## src/design/lpp_pkg.sv

```systemverilog
/*
  lpp_pkg: shared constants and carrier types for the light/proximity
  power and sequencing block.
  assumes: one 100 MHz system clock; registers reached over the device's
  two-wire target port.
*/
package lpp_pkg;

  // clock rate and derived timing
  localparam int unsigned CLK_HZ          = 100_000_000;
  localparam int unsigned ALS_WINDOW_MS   = 100;   // integration window
  localparam int unsigned LED_PULSE_US_X10 = 1;    // 0.1 ms led drive, in 100 us units
  localparam int unsigned ALS_WINDOW_CYC  = (CLK_HZ / 1000) * ALS_WINDOW_MS;
  localparam int unsigned LED_PULSE_CYC   = (CLK_HZ / 10000) * LED_PULSE_US_X10;
  localparam int unsigned PROX_SLEEP_UNIT_CYC = CLK_HZ / 10; // 100 ms per sleep step

  // target address, fixed
  localparam logic [6:0] TARGET_ADDR = 7'h44;

  // register offsets
  localparam logic [7:0] SENSING_CONFIGURATION_OFS = 8'h01;
  localparam logic [7:0] TEST_CONTROL_ONE_OFS      = 8'h0E;
  localparam logic [7:0] TEST_CONTROL_TWO_OFS      = 8'h0F;

  // reset values
  localparam logic [7:0] SENSING_CONFIGURATION_RST = 8'h00;
  localparam logic [7:0] TEST_CONTROL_RST          = 8'h00;

  // field positions in sensing_configuration
  localparam int unsigned PROX_EN_BIT   = 7;
  localparam int unsigned PROX_SLEEP_LSB = 4;
  localparam int unsigned PROX_DRIVE_BIT = 3;
  localparam int unsigned ALS_EN_BIT    = 2;
  localparam int unsigned ALS_RANGE_BIT = 1;
  localparam int unsigned VIS_IR_BIT    = 0;

  // decoded configuration carrier
  typedef struct packed {
    logic       prox_en;
    logic [2:0] prox_sleep;
    logic       prox_drive_hi;
    logic       als_en;
    logic       als_range_hi;
    logic       visible_or_infrared_select;
  } lpp_cfg_t;

  // i2c target states
  typedef enum logic [5:0] {
    I2C_IDLE = 6'b000001,
    I2C_ADDR = 6'b000010,
    I2C_ACK  = 6'b000100,
    I2C_WR   = 6'b001000,
    I2C_RD   = 6'b010000,
    I2C_RACK = 6'b100000
  } lpp_i2c_st_t;

endpackage

```

## src/design/lpp_power_init_control.sv

```systemverilog
/*
  lpp_power_init_control: register file behind the two-wire target port,
  power-down control, als window timing and led pulse timing.
  assumes: scl/sda arrive asynchronous and are synchronised here; the
  analog front end consumes the conversion strobes and range select.
*/
//
// Overview of operation
// - both enables clear means power-down
// - all-zero config write forces power-down
// - range bit selects lux per count scale
// - als conversion integrates over 100 ms
// - answer only at fixed address 1000100
// - led driven 0.1 ms per prox measurement
`timescale 1ns/10ps
`default_nettype none

module lpp_power_init_control
  import lpp_pkg::*;
(
  // clock and reset
  input  wire logic clk_sys,
  input  wire logic rst_b,
  // two-wire target pins
  input  wire logic scl_in,
  input  wire logic sda_in,
  output logic      sda_out,
  output logic      sda_oe_b,
  // sensing outputs
  output logic      led_drive_pin,
  output logic      led_drive_hi,
  output logic      als_range_hi,
  output logic      visible_or_infrared_select,
  output logic      als_conv_start,
  output logic      prox_conv_start,
  output logic      powered_down,
  output logic      reinit_seen
);

  ////////////////////////////////////////////////////////////////////
  // pin synchronisers
  logic [1:0] scl_sync_reg;   // [0] first stage only feeds [1]
  logic [1:0] sda_sync_reg;
  logic       scl_d_reg;      // previous synchronised level
  logic       sda_d_reg;

  // two stages before anything reads the pins
  always_ff @(posedge clk_sys or negedge rst_b) begin
    if (!rst_b) begin
      scl_sync_reg <= 2'h3;
      sda_sync_reg <= 2'h3;
      scl_d_reg    <= 1'b1;
      sda_d_reg    <= 1'b1;
    end else begin
      scl_sync_reg <= {scl_sync_reg[0], scl_in};
      sda_sync_reg <= {sda_sync_reg[0], sda_in};
      scl_d_reg    <= scl_sync_reg[1];
      sda_d_reg    <= sda_sync_reg[1];
    end
  end

  logic scl_s, sda_s, scl_rise, scl_fall, start_c, stop_c;
  assign scl_s    = scl_sync_reg[1];
  assign sda_s    = sda_sync_reg[1];
  assign scl_rise = scl_s & ~scl_d_reg;
  assign scl_fall = ~scl_s & scl_d_reg;
  assign start_c  = scl_s & scl_d_reg & sda_d_reg & ~sda_s;
  assign stop_c   = scl_s & scl_d_reg & ~sda_d_reg & sda_s;

  ////////////////////////////////////////////////////////////////////
  // two-wire target state
  lpp_i2c_st_t st_reg, st_next;       // protocol state
  logic [7:0]  sh_reg, sh_next;       // shift register
  logic [3:0]  bit_reg, bit_next;     // bit count in byte
  logic [7:0]  ptr_reg, ptr_next;     // register pointer
  logic        ptr_ok_reg, ptr_ok_next; // pointer byte received
  logic        ack_reg, ack_next;     // pulling sda low
  logic        rnw_reg, rnw_next;     // read transaction
  logic        drv_reg, drv_next;     // read data bit drive low
  logic [7:0]  cfg_reg, cfg_next;     // sensing_configuration
  logic [7:0]  t1_reg, t1_next;       // test_control_one
  logic [7:0]  t2_reg, t2_next;       // test_control_two
  logic        wr_stb;                // completed data byte write
  logic [7:0]  rd_val;                // read mux

  // read mux; unmapped offsets read zero
  always_comb begin
    case (ptr_reg)
      SENSING_CONFIGURATION_OFS: rd_val = cfg_reg;
      TEST_CONTROL_ONE_OFS:      rd_val = t1_reg;
      TEST_CONTROL_TWO_OFS:      rd_val = t2_reg;
      default:                   rd_val = 8'h00;
    endcase
  end

  // protocol next-state
  always_comb begin
    st_next     = st_reg;
    sh_next     = sh_reg;
    bit_next    = bit_reg;
    ptr_next    = ptr_reg;
    ptr_ok_next = ptr_ok_reg;
    ack_next    = ack_reg;
    rnw_next    = rnw_reg;
    drv_next    = drv_reg;
    cfg_next    = cfg_reg;
    t1_next     = t1_reg;
    t2_next     = t2_reg;
    wr_stb      = 1'b0;
    if (stop_c) begin
      // stop releases the bus
      st_next  = I2C_IDLE;
      ack_next = 1'b0;
      drv_next = 1'b0;
    end else if (start_c) begin
      // start or repeated start
      st_next     = I2C_ADDR;
      bit_next    = 4'h0;
      ptr_ok_next = 1'b0;
      ack_next    = 1'b0;
      drv_next    = 1'b0;
    end else begin
      case (st_reg)
        I2C_IDLE: begin
          ack_next = 1'b0;
        end
        I2C_ADDR, I2C_WR: begin
          if (scl_rise) begin
            sh_next  = {sh_reg[6:0], sda_s};
            bit_next = bit_reg + 4'h1;
          end else if (scl_fall && bit_reg == 4'h8) begin
            bit_next = 4'h0;
            if (st_reg == I2C_ADDR) begin
              if (sh_reg[7:1] == TARGET_ADDR) begin
                ack_next = 1'b1;
                rnw_next = sh_reg[0];
                st_next  = I2C_ACK;
              end else begin
                st_next = I2C_IDLE;
              end
            end else begin
              ack_next = 1'b1;
              st_next  = I2C_ACK;
              if (!ptr_ok_reg) begin
                ptr_next    = sh_reg;
                ptr_ok_next = 1'b1;
              end else begin
                wr_stb   = 1'b1;
                ptr_next = ptr_reg + 8'h01;
                case (ptr_reg)
                  SENSING_CONFIGURATION_OFS: cfg_next = sh_reg;
                  TEST_CONTROL_ONE_OFS:      t1_next  = sh_reg;
                  TEST_CONTROL_TWO_OFS:      t2_next  = sh_reg;
                  default:                   cfg_next = cfg_reg;
                endcase
              end
            end
          end
        end
        I2C_ACK: begin
          if (scl_fall) begin
            ack_next = 1'b0;
            if (rnw_reg) begin
              st_next  = I2C_RD;
              sh_next  = rd_val;
              drv_next = ~rd_val[7];
              bit_next = 4'h0;
              ptr_next = ptr_reg + 8'h01;
            end else begin
              st_next = I2C_WR;
            end
          end
        end
        I2C_RD: begin
          if (scl_fall) begin
            bit_next = bit_reg + 4'h1;
            if (bit_reg == 4'h7) begin
              drv_next = 1'b0;
              st_next  = I2C_RACK;
            end else begin
              sh_next  = {sh_reg[6:0], 1'b0};
              drv_next = ~sh_reg[6];
            end
          end
        end
        I2C_RACK: begin
          // host ack continues, nack ends the read
          if (scl_rise) begin
            rnw_next = ~sda_s;
          end else if (scl_fall) begin
            if (rnw_reg) begin
              st_next  = I2C_RD;
              sh_next  = rd_val;
              drv_next = ~rd_val[7];
              bit_next = 4'h0;
              ptr_next = ptr_reg + 8'h01;
            end else begin
              st_next = I2C_IDLE;
            end
          end
        end
        default: st_next = I2C_IDLE;
      endcase
    end
  end

  // protocol registers
  always_ff @(posedge clk_sys or negedge rst_b) begin
    if (!rst_b) begin
      st_reg     <= I2C_IDLE;
      sh_reg     <= 8'h00;
      bit_reg    <= 4'h0;
      ptr_reg    <= 8'h00;
      ptr_ok_reg <= 1'b0;
      ack_reg    <= 1'b0;
      rnw_reg    <= 1'b0;
      drv_reg    <= 1'b0;
      cfg_reg    <= SENSING_CONFIGURATION_RST;
      t1_reg     <= TEST_CONTROL_RST;
      t2_reg     <= TEST_CONTROL_RST;
    end else begin
      st_reg     <= st_next;
      sh_reg     <= sh_next;
      bit_reg    <= bit_next;
      ptr_reg    <= ptr_next;
      ptr_ok_reg <= ptr_ok_next;
      ack_reg    <= ack_next;
      rnw_reg    <= rnw_next;
      drv_reg    <= drv_next;
      cfg_reg    <= cfg_next;
      t1_reg     <= t1_next;
      t2_reg     <= t2_next;
    end
  end

  // open-drain: only ever pull low, enable low while pulling
  assign sda_out  = 1'b0;
  assign sda_oe_b = ~(ack_reg | drv_reg);

  ////////////////////////////////////////////////////////////////////
  // reinit sequence tracker: host's job, observed for status only
  logic [1:0] seq_reg, seq_next;   // sequence step reached
  logic       seen_reg, seen_next; // full sequence observed

  always_comb begin
    seq_next  = seq_reg;
    seen_next = seen_reg;
    if (wr_stb) begin
      seq_next = 2'h0;
      case (seq_reg)
        2'h0: if (ptr_reg == SENSING_CONFIGURATION_OFS && sh_reg == 8'h00) seq_next = 2'h1;
        2'h1: if (ptr_reg == TEST_CONTROL_TWO_OFS && sh_reg == 8'h29) seq_next = 2'h2;
        2'h2: if (ptr_reg == TEST_CONTROL_ONE_OFS && sh_reg == 8'h00) seq_next = 2'h3;
        default: if (ptr_reg == TEST_CONTROL_TWO_OFS && sh_reg == 8'h00) seen_next = 1'b1;
      endcase
      // any other write after completion clears the mark
      if (seq_reg != 2'h3 && seen_reg) seen_next = 1'b0;
    end
  end

  always_ff @(posedge clk_sys or negedge rst_b) begin
    if (!rst_b) begin
      seq_reg  <= 2'h0;
      seen_reg <= 1'b0;
    end else begin
      seq_reg  <= seq_next;
      seen_reg <= seen_next;
    end
  end

  ////////////////////////////////////////////////////////////////////
  // sensing control
  lpp_cfg_t cfg;
  assign cfg = lpp_cfg_t'(cfg_reg);

  logic pd;
  assign pd = ~cfg.prox_en & ~cfg.als_en;

  logic [23:0] als_cnt_reg, als_cnt_next;   // als window counter
  logic [31:0] prox_cnt_reg, prox_cnt_next; // prox period counter
  logic [15:0] led_cnt_reg, led_cnt_next;   // led pulse remaining
  logic        als_stb, prox_stb;
  logic [31:0] prox_period;

  // sleep steps of 100 ms, one step minimum
  assign prox_period = PROX_SLEEP_UNIT_CYC * (32'(cfg.prox_sleep) + 32'd1);

  // timer next values
  always_comb begin
    als_cnt_next  = als_cnt_reg;
    prox_cnt_next = prox_cnt_reg;
    led_cnt_next  = led_cnt_reg;
    als_stb       = 1'b0;
    prox_stb      = 1'b0;
    if (!cfg.als_en) begin
      als_cnt_next = 24'h000000;
    end else if (als_cnt_reg == 24'(ALS_WINDOW_CYC - 1)) begin
      als_cnt_next = 24'h000000;
      als_stb      = 1'b1;
    end else begin
      als_cnt_next = als_cnt_reg + 24'h000001;
    end
    // no new prox starts when disabled
    if (!cfg.prox_en) begin
      prox_cnt_next = 32'h00000000;
      led_cnt_next  = 16'h0000;
    end else begin
      if (prox_cnt_reg == 32'h00000000) prox_stb = 1'b1;
      if (prox_cnt_reg >= prox_period - 32'd1) prox_cnt_next = 32'h00000000;
      else prox_cnt_next = prox_cnt_reg + 32'h00000001;
      // 0.1 ms led pulse per measurement
      if (prox_stb) led_cnt_next = 16'(LED_PULSE_CYC);
      else if (led_cnt_reg != 16'h0000) led_cnt_next = led_cnt_reg - 16'h0001;
    end
  end

  always_ff @(posedge clk_sys or negedge rst_b) begin
    if (!rst_b) begin
      als_cnt_reg     <= 24'h000000;
      prox_cnt_reg    <= 32'h00000000;
      led_cnt_reg     <= 16'h0000;
      led_drive_pin   <= 1'b0;
      als_conv_start  <= 1'b0;
      prox_conv_start <= 1'b0;
      powered_down    <= 1'b1;
    end else begin
      als_cnt_reg     <= als_cnt_next;
      prox_cnt_reg    <= prox_cnt_next;
      led_cnt_reg     <= led_cnt_next;
      led_drive_pin   <= (led_cnt_next != 16'h0000);
      als_conv_start  <= als_stb;
      prox_conv_start <= prox_stb;
      powered_down    <= pd;
    end
  end

  assign als_range_hi               = cfg.als_range_hi;
  assign visible_or_infrared_select = cfg.visible_or_infrared_select;
  assign led_drive_hi               = cfg.prox_drive_hi;
  assign reinit_seen                = seen_reg;

endmodule
`default_nettype wire

```

## config.mk

```make
export PLATFORM = sky130hd
export DESIGN_NAME = lpp_power_init_control
export DESIGN_NICKNAME = d
export VERILOG_FILES = /design/src/design/lpp_pkg.sv /design/src/design/lpp_power_init_control.sv
export SDC_FILE = /design/constraint.sdc
export NUM_CORES = 1
export LEC_CHECK = 0
export BUFFER_PORTS_ARGS = -buffer_cell sky130_fd_sc_hd__buf_2
export CAP_MARGIN = 10
export CORE_ASPECT_RATIO = 0.9
export CORE_UTILIZATION = 38
export CTS_CLUSTER_DIAMETER = 100
export DETAILED_ROUTE_END_ITERATION = 16
export GPL_ROUTABILITY_DRIVEN = 1
export PLACE_DENSITY = 0.58
export SKIP_LAST_GASP = 1
export SYNTH_ARGS = -nofsm -noshare
export SYNTH_HDL_FRONTEND = slang
export SYNTH_SLANG_ARGS = --single-unit
```

## constraint.sdc

```tcl
create_clock -name clk_sys -period 10.57 [get_ports clk_sys]
set_input_delay 2.114 -clock clk_sys [delete_from_list [all_inputs] [get_ports clk_sys]]
set_output_delay 2.114 -clock clk_sys [all_outputs]
set_load 0.02 [all_outputs]
```

* Word-level counts from Yosys, hierarchy flattened
Index checks and enable logic that the tools add are counted.
Cells by class: add/subtract/negate cells 7, multipliers 1, div/mod/pow operators 0, $lt $le $gt $ge 1, eq/ne operators 42, shift-type cells 0, mux-type cells 91, bitwise operators 22, reductions and logical operators 34
Operators with widths (count):
- 8-bit 2-to-1 mux | 13
- 32-bit 2-to-1 mux | 2
- 6-bit 2-to-1 mux | 10
- 16-bit 2-to-1 mux | 3
- 24-bit 2-to-1 mux | 2
- 8-bit case mux with 3 select lines | 2
- 1-bit 2-to-1 mux | 40
- 8-bit AND reduction | 5
- 32-bit by 1-bit adder with 32-bit output (second input constant) | 1
- 32-bit greater-or-equal comparator | 1
- 32-bit zero test | 1
- 4-bit != test (second input constant) | 8
- 8-bit case mux with 4 select lines | 1
- 16-bit nonzero test | 2
- 6-bit case mux with 5 select lines | 1
- 28-bit by 1-bit subtractor with 29-bit output (second input constant) | 1
- 4-bit 2-to-1 mux | 7
- 24-bit by 1-bit adder with 24-bit output (second input constant) | 1
- 24-bit == test (second input constant) | 1
- 2-bit != test (second input constant) | 12
- 17-bit by 4-bit multiplier with 21-bit output (first input constant) | 1
- 8-bit by 4-bit == test with 1-bit output (second input constant) | 2
- 4-bit case mux with 4 select lines | 1
- 16-bit by 1-bit subtractor with 16-bit output (second input constant) | 1
- other kinds (40) | 79
Word-level totals: register bits 139, latch bits 0, bits in writable memories 0, bits in read-only memories 0, bits of input ports 4, output and inout port bits 10, logic and storage cells 222, memories kept 0

* Logic depth before layout (Yosys ltp)
Gate-level depths: netlist of run 1.
depth after elaboration 9, depth in mapped cells 25, mapped depth without buffers 23

* Least setup slack after synthesis of run 1
No wires, ideal clock.
path type register to register, from register cfg_reg[4], in the netlist cfg[4], to register prox_cnt_reg[10], setup time 72 ps, arrival 5574 ps, required time 10498 ps, slack 4924 ps, cell stages (with the launch flop) 24, buffers on the path 2, clock period less this slack 5646 ps, cell sequence dfrtp_1 > ha_1 > clkbuf_1 > xnor2_1 > inv_1 > ha_1 > inv_1 > fa_1 > inv_1 > ha_1 > nand2b_1 > a21oi_1 > mux2_2 > nor3_1 > nand4_1 > a221o_1 > nor4b_1 > ha_1 > a21oi_1 > o21ai_0 > o311ai_0 > nand2_1 > clkbuf_1 > nor2_1
On the way: cells in the longest elaborated chain, start to end 6
Ends and longest elaborated chain:
- start: declaration | RTL line lpp_power_init_control.sv:80 | logic [7:0] cfg_reg, cfg_next;
- start signal: assignment | RTL line lpp_power_init_control.sv:230 | cfg_reg <= cfg_next;
- 3-bit by 1-bit adder with 4-bit output | RTL line lpp_power_init_control.sv:286 | assign prox_period = PROX_SLEEP_UNIT_CYC * (32'(cfg.prox_sleep) + 32'd1);
- 17-bit by 4-bit multiplier with 21-bit output | RTL line lpp_power_init_control.sv:286
- 28-bit by 1-bit subtractor with 29-bit output | RTL line lpp_power_init_control.sv:309 | if (prox_cnt_reg >= prox_period - 32'd1) prox_cnt_next = 32'h00000000;
- 32-bit greater-or-equal comparator | RTL line lpp_power_init_control.sv:309
- 32-bit 2-to-1 mux | RTL line lpp_power_init_control.sv:309
- 32-bit 2-to-1 mux | RTL line lpp_power_init_control.sv:304 | if (!cfg.prox_en) begin
- named net prox_cnt_next[10] | RTL line lpp_power_init_control.sv:280 | logic [31:0] prox_cnt_reg, prox_cnt_next;
- end signal: assignment | RTL line lpp_power_init_control.sv:328 | prox_cnt_reg <= prox_cnt_next;
- end: declaration | RTL line lpp_power_init_control.sv:280
The timed path passes the listed nets, and every way through them passes these cells. A chain may end at the register's enable or synchronous reset.

* Final worst setup path of run 1
from register cfg_reg[4], in the netlist cfg[4], to register prox_cnt_reg[12]
Same word-level chain as after synthesis.

==> results of run 1 <==
## metal layers
metal	global-route usage [%]	wire (um)	vias to the layer above
li1	-	-	3483
met1	25.9	10100	3402
met2	27.1	8970	155
met3	3.72	823	25
met4	4.76	314	0
met5	0	0	-
## report_power, final
| part | switching, uW | internal [uW] | leakage [uW] | total (uW) |
|---|---|---|---|---|
| Sequential | 33.7 | 551 | 0.00191 | 584 |
| Combinational | 60.9 | 35.7 | 0.00194 | 96.6 |
| Clock | 287 | 319 | 0.000285 | 606 |
| Total | 381 | 905 | 0.00413 | 1290 |
## area by class of cell
cell class	instances	area, um^2
clock buffer	17	425
clock inverter	15	180
fill	2226	12900
inverter	36	135
multi-input combinational	762	5010
sequential	139	3490
tap	297	372
timing repair buffer	13	73.8
## cells by family after synthesis
| kind of cell | count (synthesis) |
|---|---|
| flops | 139 |
| buf+inv | 72 |
| compound gates | 173 |
| fa+ha+maj | 59 |
| mux | 26 |
| simple gates | 416 |
| xor+xnor | 87 |
| other cells | 1 |
## layout by cell type (no fill, tap or decap), drive strengths merged, types with 8 or more instances in the layout
cell	instances
a21o	15
a21oi	41
and3	15
buf	13
clkbuf	17
dfrtp	131
dfstp	8
ha	57
inv	41
mux2	24
nand2	68
nand2b	9
nand3	55
nand4	29
nor2	141
nor2b	11
nor3	23
nor4	16
o211ai	8
o21a	10
o21ai	44
o22ai	8
or3	8
xnor2	53
xor2	34
## worst register-to-register path, delay by kind of cell, from the launching register on
family / cells / cell delay (ns)
AO/OA/AOI/OAI: 5 / 1.43
XOR/XNOR: 1 / 0.36
adder cells (fa/ha/maj): 5 / 1.91
buffers and inverters: 3 / 0.38
flip-flops: 1 / 0.54
multiplexers: 1 / 0.39
AND/OR/NAND/NOR: 6 / 1.99
## worst paths after layout
kind	end	cells after the start
worst max-delay path	prox_cnt_reg[12]$_DFF_PN0_	21
worst min-delay path	sda_sync_reg[1]$_DFF_PN1_	0
worst max register to register	prox_cnt_reg[12]$_DFF_PN0_	21
worst min register to register	sda_sync_reg[1]$_DFF_PN1_	0
max in group asynchronous	seq_reg[0]$_DFFE_PN0P_	2
min in group asynchronous	prox_cnt_reg[14]$_DFF_PN0_	1
## metrics by stage
stage / total power, uW / setup WS [ns] / area, um^2
global route: 1340 / 2.89 / 9680
floorplan: 652 / 4.92 / 8790
finish: 1290 / 3.50 / 9680
global placement: 689 / 3.81 / 9080
CTS: 1300 / 3.52 / 9680
detailed placement: 690 / 3.54 / 9080
==> out/metrics.yaml, run 1 <==
placed_design:
  dp_hpwl_um: 14100
  gp_congestion: 0.843
  dp_cells: 1247
  port_buffers: 12
yosys:
  yosys_warnings: 0
  yosys-top-cells-area: "dfrtp_1, ha_1, nor2_1"
  synthArstFlopShare_pct: 100
  yosys.area_share.simple_pct: 23.5
  synth_xor_area_share_pct: 8.67
  synth_top_area_cell: "dfrtp_1"
  synth_top_family_by_area: "simple AND/OR/NAND/NOR gates"
  ys.flop_type: "dfrtp_1"
  seq_area_frac_synth_pct: 39.7
  avgSynthCellArea_um2: 9.03
  synth_nets: 1036
  syn_area_um2: 8790
  synth_compound_area_share_pct: 12.9
  ys_ff_latch: 139
  synth.cells.most_frequent: "nor2_1, dfrtp_1, nand2_1"
  synth_mux_area_share_pct: 3.30
  yosysUniqueCellTypes: 66
  synth_adder_area_share_pct: 8.57
  yosysMostFrequentCell: "nor2_1"
  yosys.area.top_type_share_pct: 37.3
  postSynthCellCount: 973
  synth-edff-count: 0
layout:
  fin_cells: 1279
  largest_reg_flops: 32
  nNetsFinal: 1032
  drive_gt1_share_pct: 8.86
  area_growth_pct: 10.2
  diodes: 0
  final_core_utilization_pct: 42.9
clocking:
  hold_buffers: 0
  cts_buffers: 17
  cts_resized: 0
  cts_tree: "built"
  clock_path_buffers: 2
  cts_sinks: 139
  cts_root_buf: "clkbuf_16"
  ctsHtreeMaxLevel: 4
  clock_latency_ns: 0.44
  clk_pin_slew_ns: 0.07
  post-cts-setup-buffer-count: 0
critical_path:
  critPathLaunchType: "register"
  critical_path_class: "register to register"
  cp_cell_sequence: "ha_1, xnor2_1, inv_1, ha_1, inv_1, fa_1, inv_1, ha_1, nand2b_1, a21oi_1, mux2_2, nor3_1, nand4_1, a221o_1, nor4b_1, ha_1, a21oi_1, o21ai_0, o311ai_0, nand2_1, nor2_1"
  slowest_stage: "nand2_1"
  end_kind: "register"
  crit_fanout: 30
  max_stage_delay_ns: 0.73
  worst-r2r-setup-slack_ns: 3.50
  timing.rr.start: "cfg[4]$_DFFE_PN0P_"
  critPathBufInv: 3
  crit_top_cell: "ha_1"
  cp_top_family: "simple AND/OR/NAND/NOR gates"
  cp-startpoint: "cfg[4]$_DFFE_PN0P_"
  required_ns: 10.92
  arrival_ns: 7.42
grt:
  antenna_found_initial: 0
  gr-total-overflow: 0
  grt_util_all_layers_pct: 18.0
  grt_pass1_vias: 6843
  grt_start_max_net_pins: 72
  grt_pass1_wl_um: 34600
min_path:
  hp-class: "register to register"
  min_from: "sda_sync_reg[0]$_DFF_PN1_"
floorplan:
  num_rows: 52
  die_x_um: 162
  pin_count: 14
  die_y_um: 146
  coreArea_um2: 22600
  die_area_um2: 23700
  start_util_pct: 38.9
routing:
  detail_route.iter0.violations: 462
  ant_nets: 0
  route.detailed.drc: 0
  routed_wl_um: 20200
  viasPerCell: 5.52
  routedWlPerCell_um: 15.8
  vias: 7065
  drt_first_pass_iters: 5
status:
  outcome: "completed"
timing:
  timing_hold_violations_final: 0
  worst_pin_slew_ns: 1.01
  fmax_ghz: 0.141
  fin_skew_ns: 0.0137
  slew_headroom_pct: 32.4
  whs_ns: 0.356
  final_max_slew_viol_count: 0
  period_needed_ns: 7.07
  finalCritPeriodShare_pct: 66.9
  finalSetupViolations: 0
  tns_ns: 0
  rsz0062_at_grt: "no"
pwr:
  ir_drop_uv: 89.3
  power.density_nw_per_um2: 133
  power_leakage_uw: 0.00413
flow_run:
  drv_cap: 0
No activity file was read; power rests on OpenSTA's default activity.
==> inputs of run 2 (changes only) <==
--- a/config.mk
+++ b/config.mk
@@ -5,6 +5,7 @@
 export SDC_FILE = /design/constraint.sdc
 export NUM_CORES = 1
 export LEC_CHECK = 0
+export ABC_AREA = 1
 export BUFFER_PORTS_ARGS = -buffer_cell sky130_fd_sc_hd__buf_2
 export CAP_MARGIN = 10
 export CORE_ASPECT_RATIO = 0.9
==> constraint.sdc (replaced) <==
create_clock -name clk_sys -period 6.8 [get_ports clk_sys]
set_input_delay 1.36 -clock clk_sys [delete_from_list [all_inputs] [get_ports clk_sys]]
set_output_delay 1.36 -clock clk_sys [all_outputs]
set_load 0.02 [all_outputs]
==> run 2 against run 1 <==
Sequential cell count unchanged. Non-clock buffer count increased by 1. Via count increased by 24%. Global-route usage increased by 0.88 points. Sequential share of layout area decreased by 4.3 points. Clock skew about the same.
==> out/metrics.yaml, run 2 <==
floorplan:
  pin_count: 14  # unchanged
  die_area_um2: 26900  # was 23700 um^2
  num_rows: 55  # was 52
  start_util_pct: 39.2  # was 38.9%
  die_y_um: 156  # was 146 um
  coreArea_um2: 25500  # was 22600 um^2
  die_x_um: 173  # was 162 um
critical_path:
  rr_worst_depth: 25  # was 21
  end_kind: "register"  # unchanged
  critical_path_class: "register to register"  # unchanged
  arrival_ns: 6.31  # was 7.42 ns
  critPathLaunchType: "register"  # unchanged
  required_ns: 7.13  # was 10.92 ns
  worst-r2r-setup-slack_ns: 0.82  # was 3.50 ns
  crit_fanout: 26  # was 30
  timing.rr.end: "prox_cnt_reg[16]$_DFF_PN0_"  # was prox_cnt_reg[12]$_DFF_PN0_
  timing.rr.start: "cfg[4]$_DFFE_PN0P_"  # unchanged
clocking:
  clk_pin_slew_ns: 0.07  # about the same
  hold_buffers: 0  # unchanged
  cts_sinks: 139  # unchanged
  clock_path_buffers: 2  # unchanged
  post-cts-setup-buffer-count: 0  # unchanged
  cts_resized: 0  # unchanged
  clock_latency_ns: 0.43  # was 0.44 ns
  cts_tree: "built"  # unchanged
  cts_root_buf: "clkbuf_16"  # unchanged
  ctsHtreeMaxLevel: 4  # unchanged
  cts_buffers: 17  # unchanged
timing:
  finalSetupViolations: 0  # unchanged
  period_needed_ns: 5.98  # was 7.07 ns
  finalCritPeriodShare_pct: 88.0  # was 66.9%
  worst_pin_slew_ns: 0.986  # was 1.01 ns
  fin_skew_ns: 0.0135  # was 0.0137 ns
  timing_hold_violations_final: 0  # unchanged
  fmax_ghz: 0.167  # was 0.141 GHz
  final_max_slew_viol_count: 0  # unchanged
  tns_ns: 0  # unchanged
  rsz0062_at_grt: "no"  # unchanged
  slew_headroom_pct: 34.3  # was 32.4%
yosys:
  syn_area_um2: 9990  # was 8790 um^2
  seq_area_frac_synth_pct: 34.9  # was 39.7%
  yosys.area_share.simple_pct: 37.1  # was 23.5%
  synth_nets: 1456  # was 1036
  synth_adder_area_share_pct: 7.54  # was 8.57%
  yosys.area.top_type_share_pct: 32.8  # was 37.3%
  synth_xor_area_share_pct: 4.73  # was 8.67%
  synth_top_family_by_area: "simple AND/OR/NAND/NOR gates"  # unchanged
  ys_ff_latch: 139  # unchanged
  yosysMostFrequentCell: "nand2_1"  # was nor2_1
  synth_mux_area_share_pct: 0  # was 3.30%
  yosys_warnings: 0  # unchanged
  postSynthCellCount: 1393  # was 973
  yosysUniqueCellTypes: 53  # was 66
  synthArstFlopShare_pct: 100  # unchanged
  synth_compound_area_share_pct: 7.68  # was 12.9%
  synth-edff-count: 0  # unchanged
  yosys-top-cells-area: "dfrtp_1, nand2_1, nor2_1"  # was dfrtp_1, ha_1, nor2_1
  ys.flop_type: "dfrtp_1"  # unchanged
  synth_top_area_cell: "dfrtp_1"  # unchanged
  avgSynthCellArea_um2: 7.17  # was 9.03 um^2
  synth.cells.most_frequent: "nand2_1, nor2_1, inv_1"  # was nor2_1, dfrtp_1, nand2_1
layout:
  multi_input_area_um2: 5700  # was 5010 um^2
  final_common_cell: "nand2_1"  # was nor2_1
  seqCellArea_um2: 3490  # unchanged
  fillCellCount: 2691  # was 2226
  final_core_utilization_pct: 43.1  # was 42.9%
  largest_reg_flops: 32  # unchanged
  drive_gt1_share_pct: 9.16  # was 8.86%
  layout_common_cells: "nand2_1, nor2_1, inv_1"  # was nor2_1, dfrtp_1, nand2_1
  nNetsFinal: 1469  # was 1032
  area_growth_pct: 9.91  # was 10.2%
  diodes: 0  # unchanged
grt:
  antenna_found_initial: 0  # unchanged
  grt_util_all_layers_pct: 18.8  # was 18.0%
  grt_start_max_net_pins: 77  # was 72
  gr-total-overflow: 0  # unchanged
  grt_pass1_wl_um: 41500  # was 34600 um
  grt_pass1_vias: 8393  # was 6843
placed_design:
  gp_congestion: 0.862  # was 0.843
  port_buffers: 12  # unchanged
  dp_hpwl_um: 17800  # was 14100 um
flow_run:
  drv_cap: 0  # unchanged
min_path:
  hp-class: "register to register"  # unchanged
  min_from: "sda_sync_reg[0]$_DFF_PN1_"  # unchanged
  min_path_cells: 0  # unchanged
  whs_endpoint: "sda_sync_reg[1]$_DFF_PN1_"  # unchanged
pwr:
  power.density_nw_per_um2: 202  # was 133 nW/um^2
  power_leakage_uw: 0.00534  # was 0.00413 uW
  p_total_uw: 2220  # was 1290 uW
  ir_drop_uv: 161  # was 89.3 uV
routing:
  vias: 8755  # was 7065
  ant_nets: 0  # unchanged
  routedWlPerCell_um: 13.7  # was 15.8 um
  route.detailed.drc: 0  # unchanged
  detail_route.iter0.violations: 477  # was 462
  routed_wl_um: 24000  # was 20200 um
  viasPerCell: 4.97  # was 5.52
  drt_first_pass_iters: 5  # unchanged
status:
  outcome: "completed"  # unchanged
[run 2: changes by cell type after synthesis, sizes merged, moves of 28 or more]
cell,delta
nand2,+299
nor2,+90
inv,+141
nand3,+55
o21ai,+28
xnor2,-39
[run 2: routing by layer]
metal | GRT usage, % | vias to the layer above | wire (um)
met5 | 0 | - | 0
met4 | 4.42 | 0 | 255
met3 | 2.39 | 24 | 739
met2 | 30.5 | 139 | 10700
met1 | 26.8 | 4074 | 12400
li1 | - | 4518 | -
[run 2: per-stage QoR]
stage,cell area [um^2],hold WS (ns),worst slack (ns),cells
final,11000,0.357,0.818,1761
after global routing,11000,0.366,0.225,1761
after CTS,11000,0.359,0.828,1761
after detailed placement,10400,0.348,0.879,1729
after global placement,10400,0.347,1.12,1729
after floorplan,9990,0.345,2.18,1393
[run 2: area by class of cell]
cell class / instances / area share (%)
Clock buffer: 18 / 4.00
Timing Repair Buffer: 14 / 0.741
Inverter: 178 / 6.12
Multi-Input combinational cell: 1056 / 51.9
Tap cell: 342 / 3.90
Sequential cell: 139 / 31.8
Clock inverter: 14 / 1.58
[run 2: where the power goes]
| part | total [uW] | switching, uW | internal [uW] |
|---|---|---|---|
| Clock | 986 | 418 | 568 |
| Combinational | 284 | 193 | 90.9 |
| Sequential | 954 | 70.3 | 883 |
| Total | 2220 | 681 | 1540 |
[run 2: worst max path at each step]
stage / endpoint / cells after the start / start
final: prox_cnt_reg[16]$_DFF_PN0_ / 25 / cfg[4]$_DFFE_PN0P_
after floorplan: prox_cnt_reg[10]$_DFF_PN0_ / 26 / cfg[4]$_DFFE_PN0P_
after CTS: prox_cnt_reg[0]$_DFF_PN0_ / 25 / cfg[4]$_DFFE_PN0P_
after global placement: prox_cnt_reg[4]$_DFF_PN0_ / 25 / cfg[4]$_DFFE_PN0P_
after detailed placement: prox_cnt_reg[0]$_DFF_PN0_ / 25 / cfg[4]$_DFFE_PN0P_
after global routing: prox_cnt_reg[11]$_DFF_PN0_ / 25 / cfg[4]$_DFFE_PN0P_
[run 2: cell families after synthesis]
kind of cell	after synthesis
and+or+nand+nor	806
other	1
adders and majority gates	59
DFF	139
buffers and inverters	198
xor gates and xnor gates	54
AOI/OAI and AO/OA	136
[run 2: critical path, cell delays in order (launching register included)]
cell	delay (ns)
dfrtp_1	0.63
inv_1	0.27
ha_1	0.64
ha_1	0.32
inv_1	0.09
fa_1	0.48
inv_1	0.05
ha_1	0.35
nand2_1	0.13
nand2_1	0.06
nand2_1	0.10
nand3_1	0.16
nand2_1	0.10
nand2_1	0.05
nor2_1	0.18
nand3_1	0.13
nor2_1	0.18
nand3_1	0.19
ha_1	0.34
a21oi_1	0.14
nor2_1	0.05
a211oi_1	0.15
o21ai_0	0.11
a21oi_1	0.19
nand3_2	0.49
nor2_1	0.26
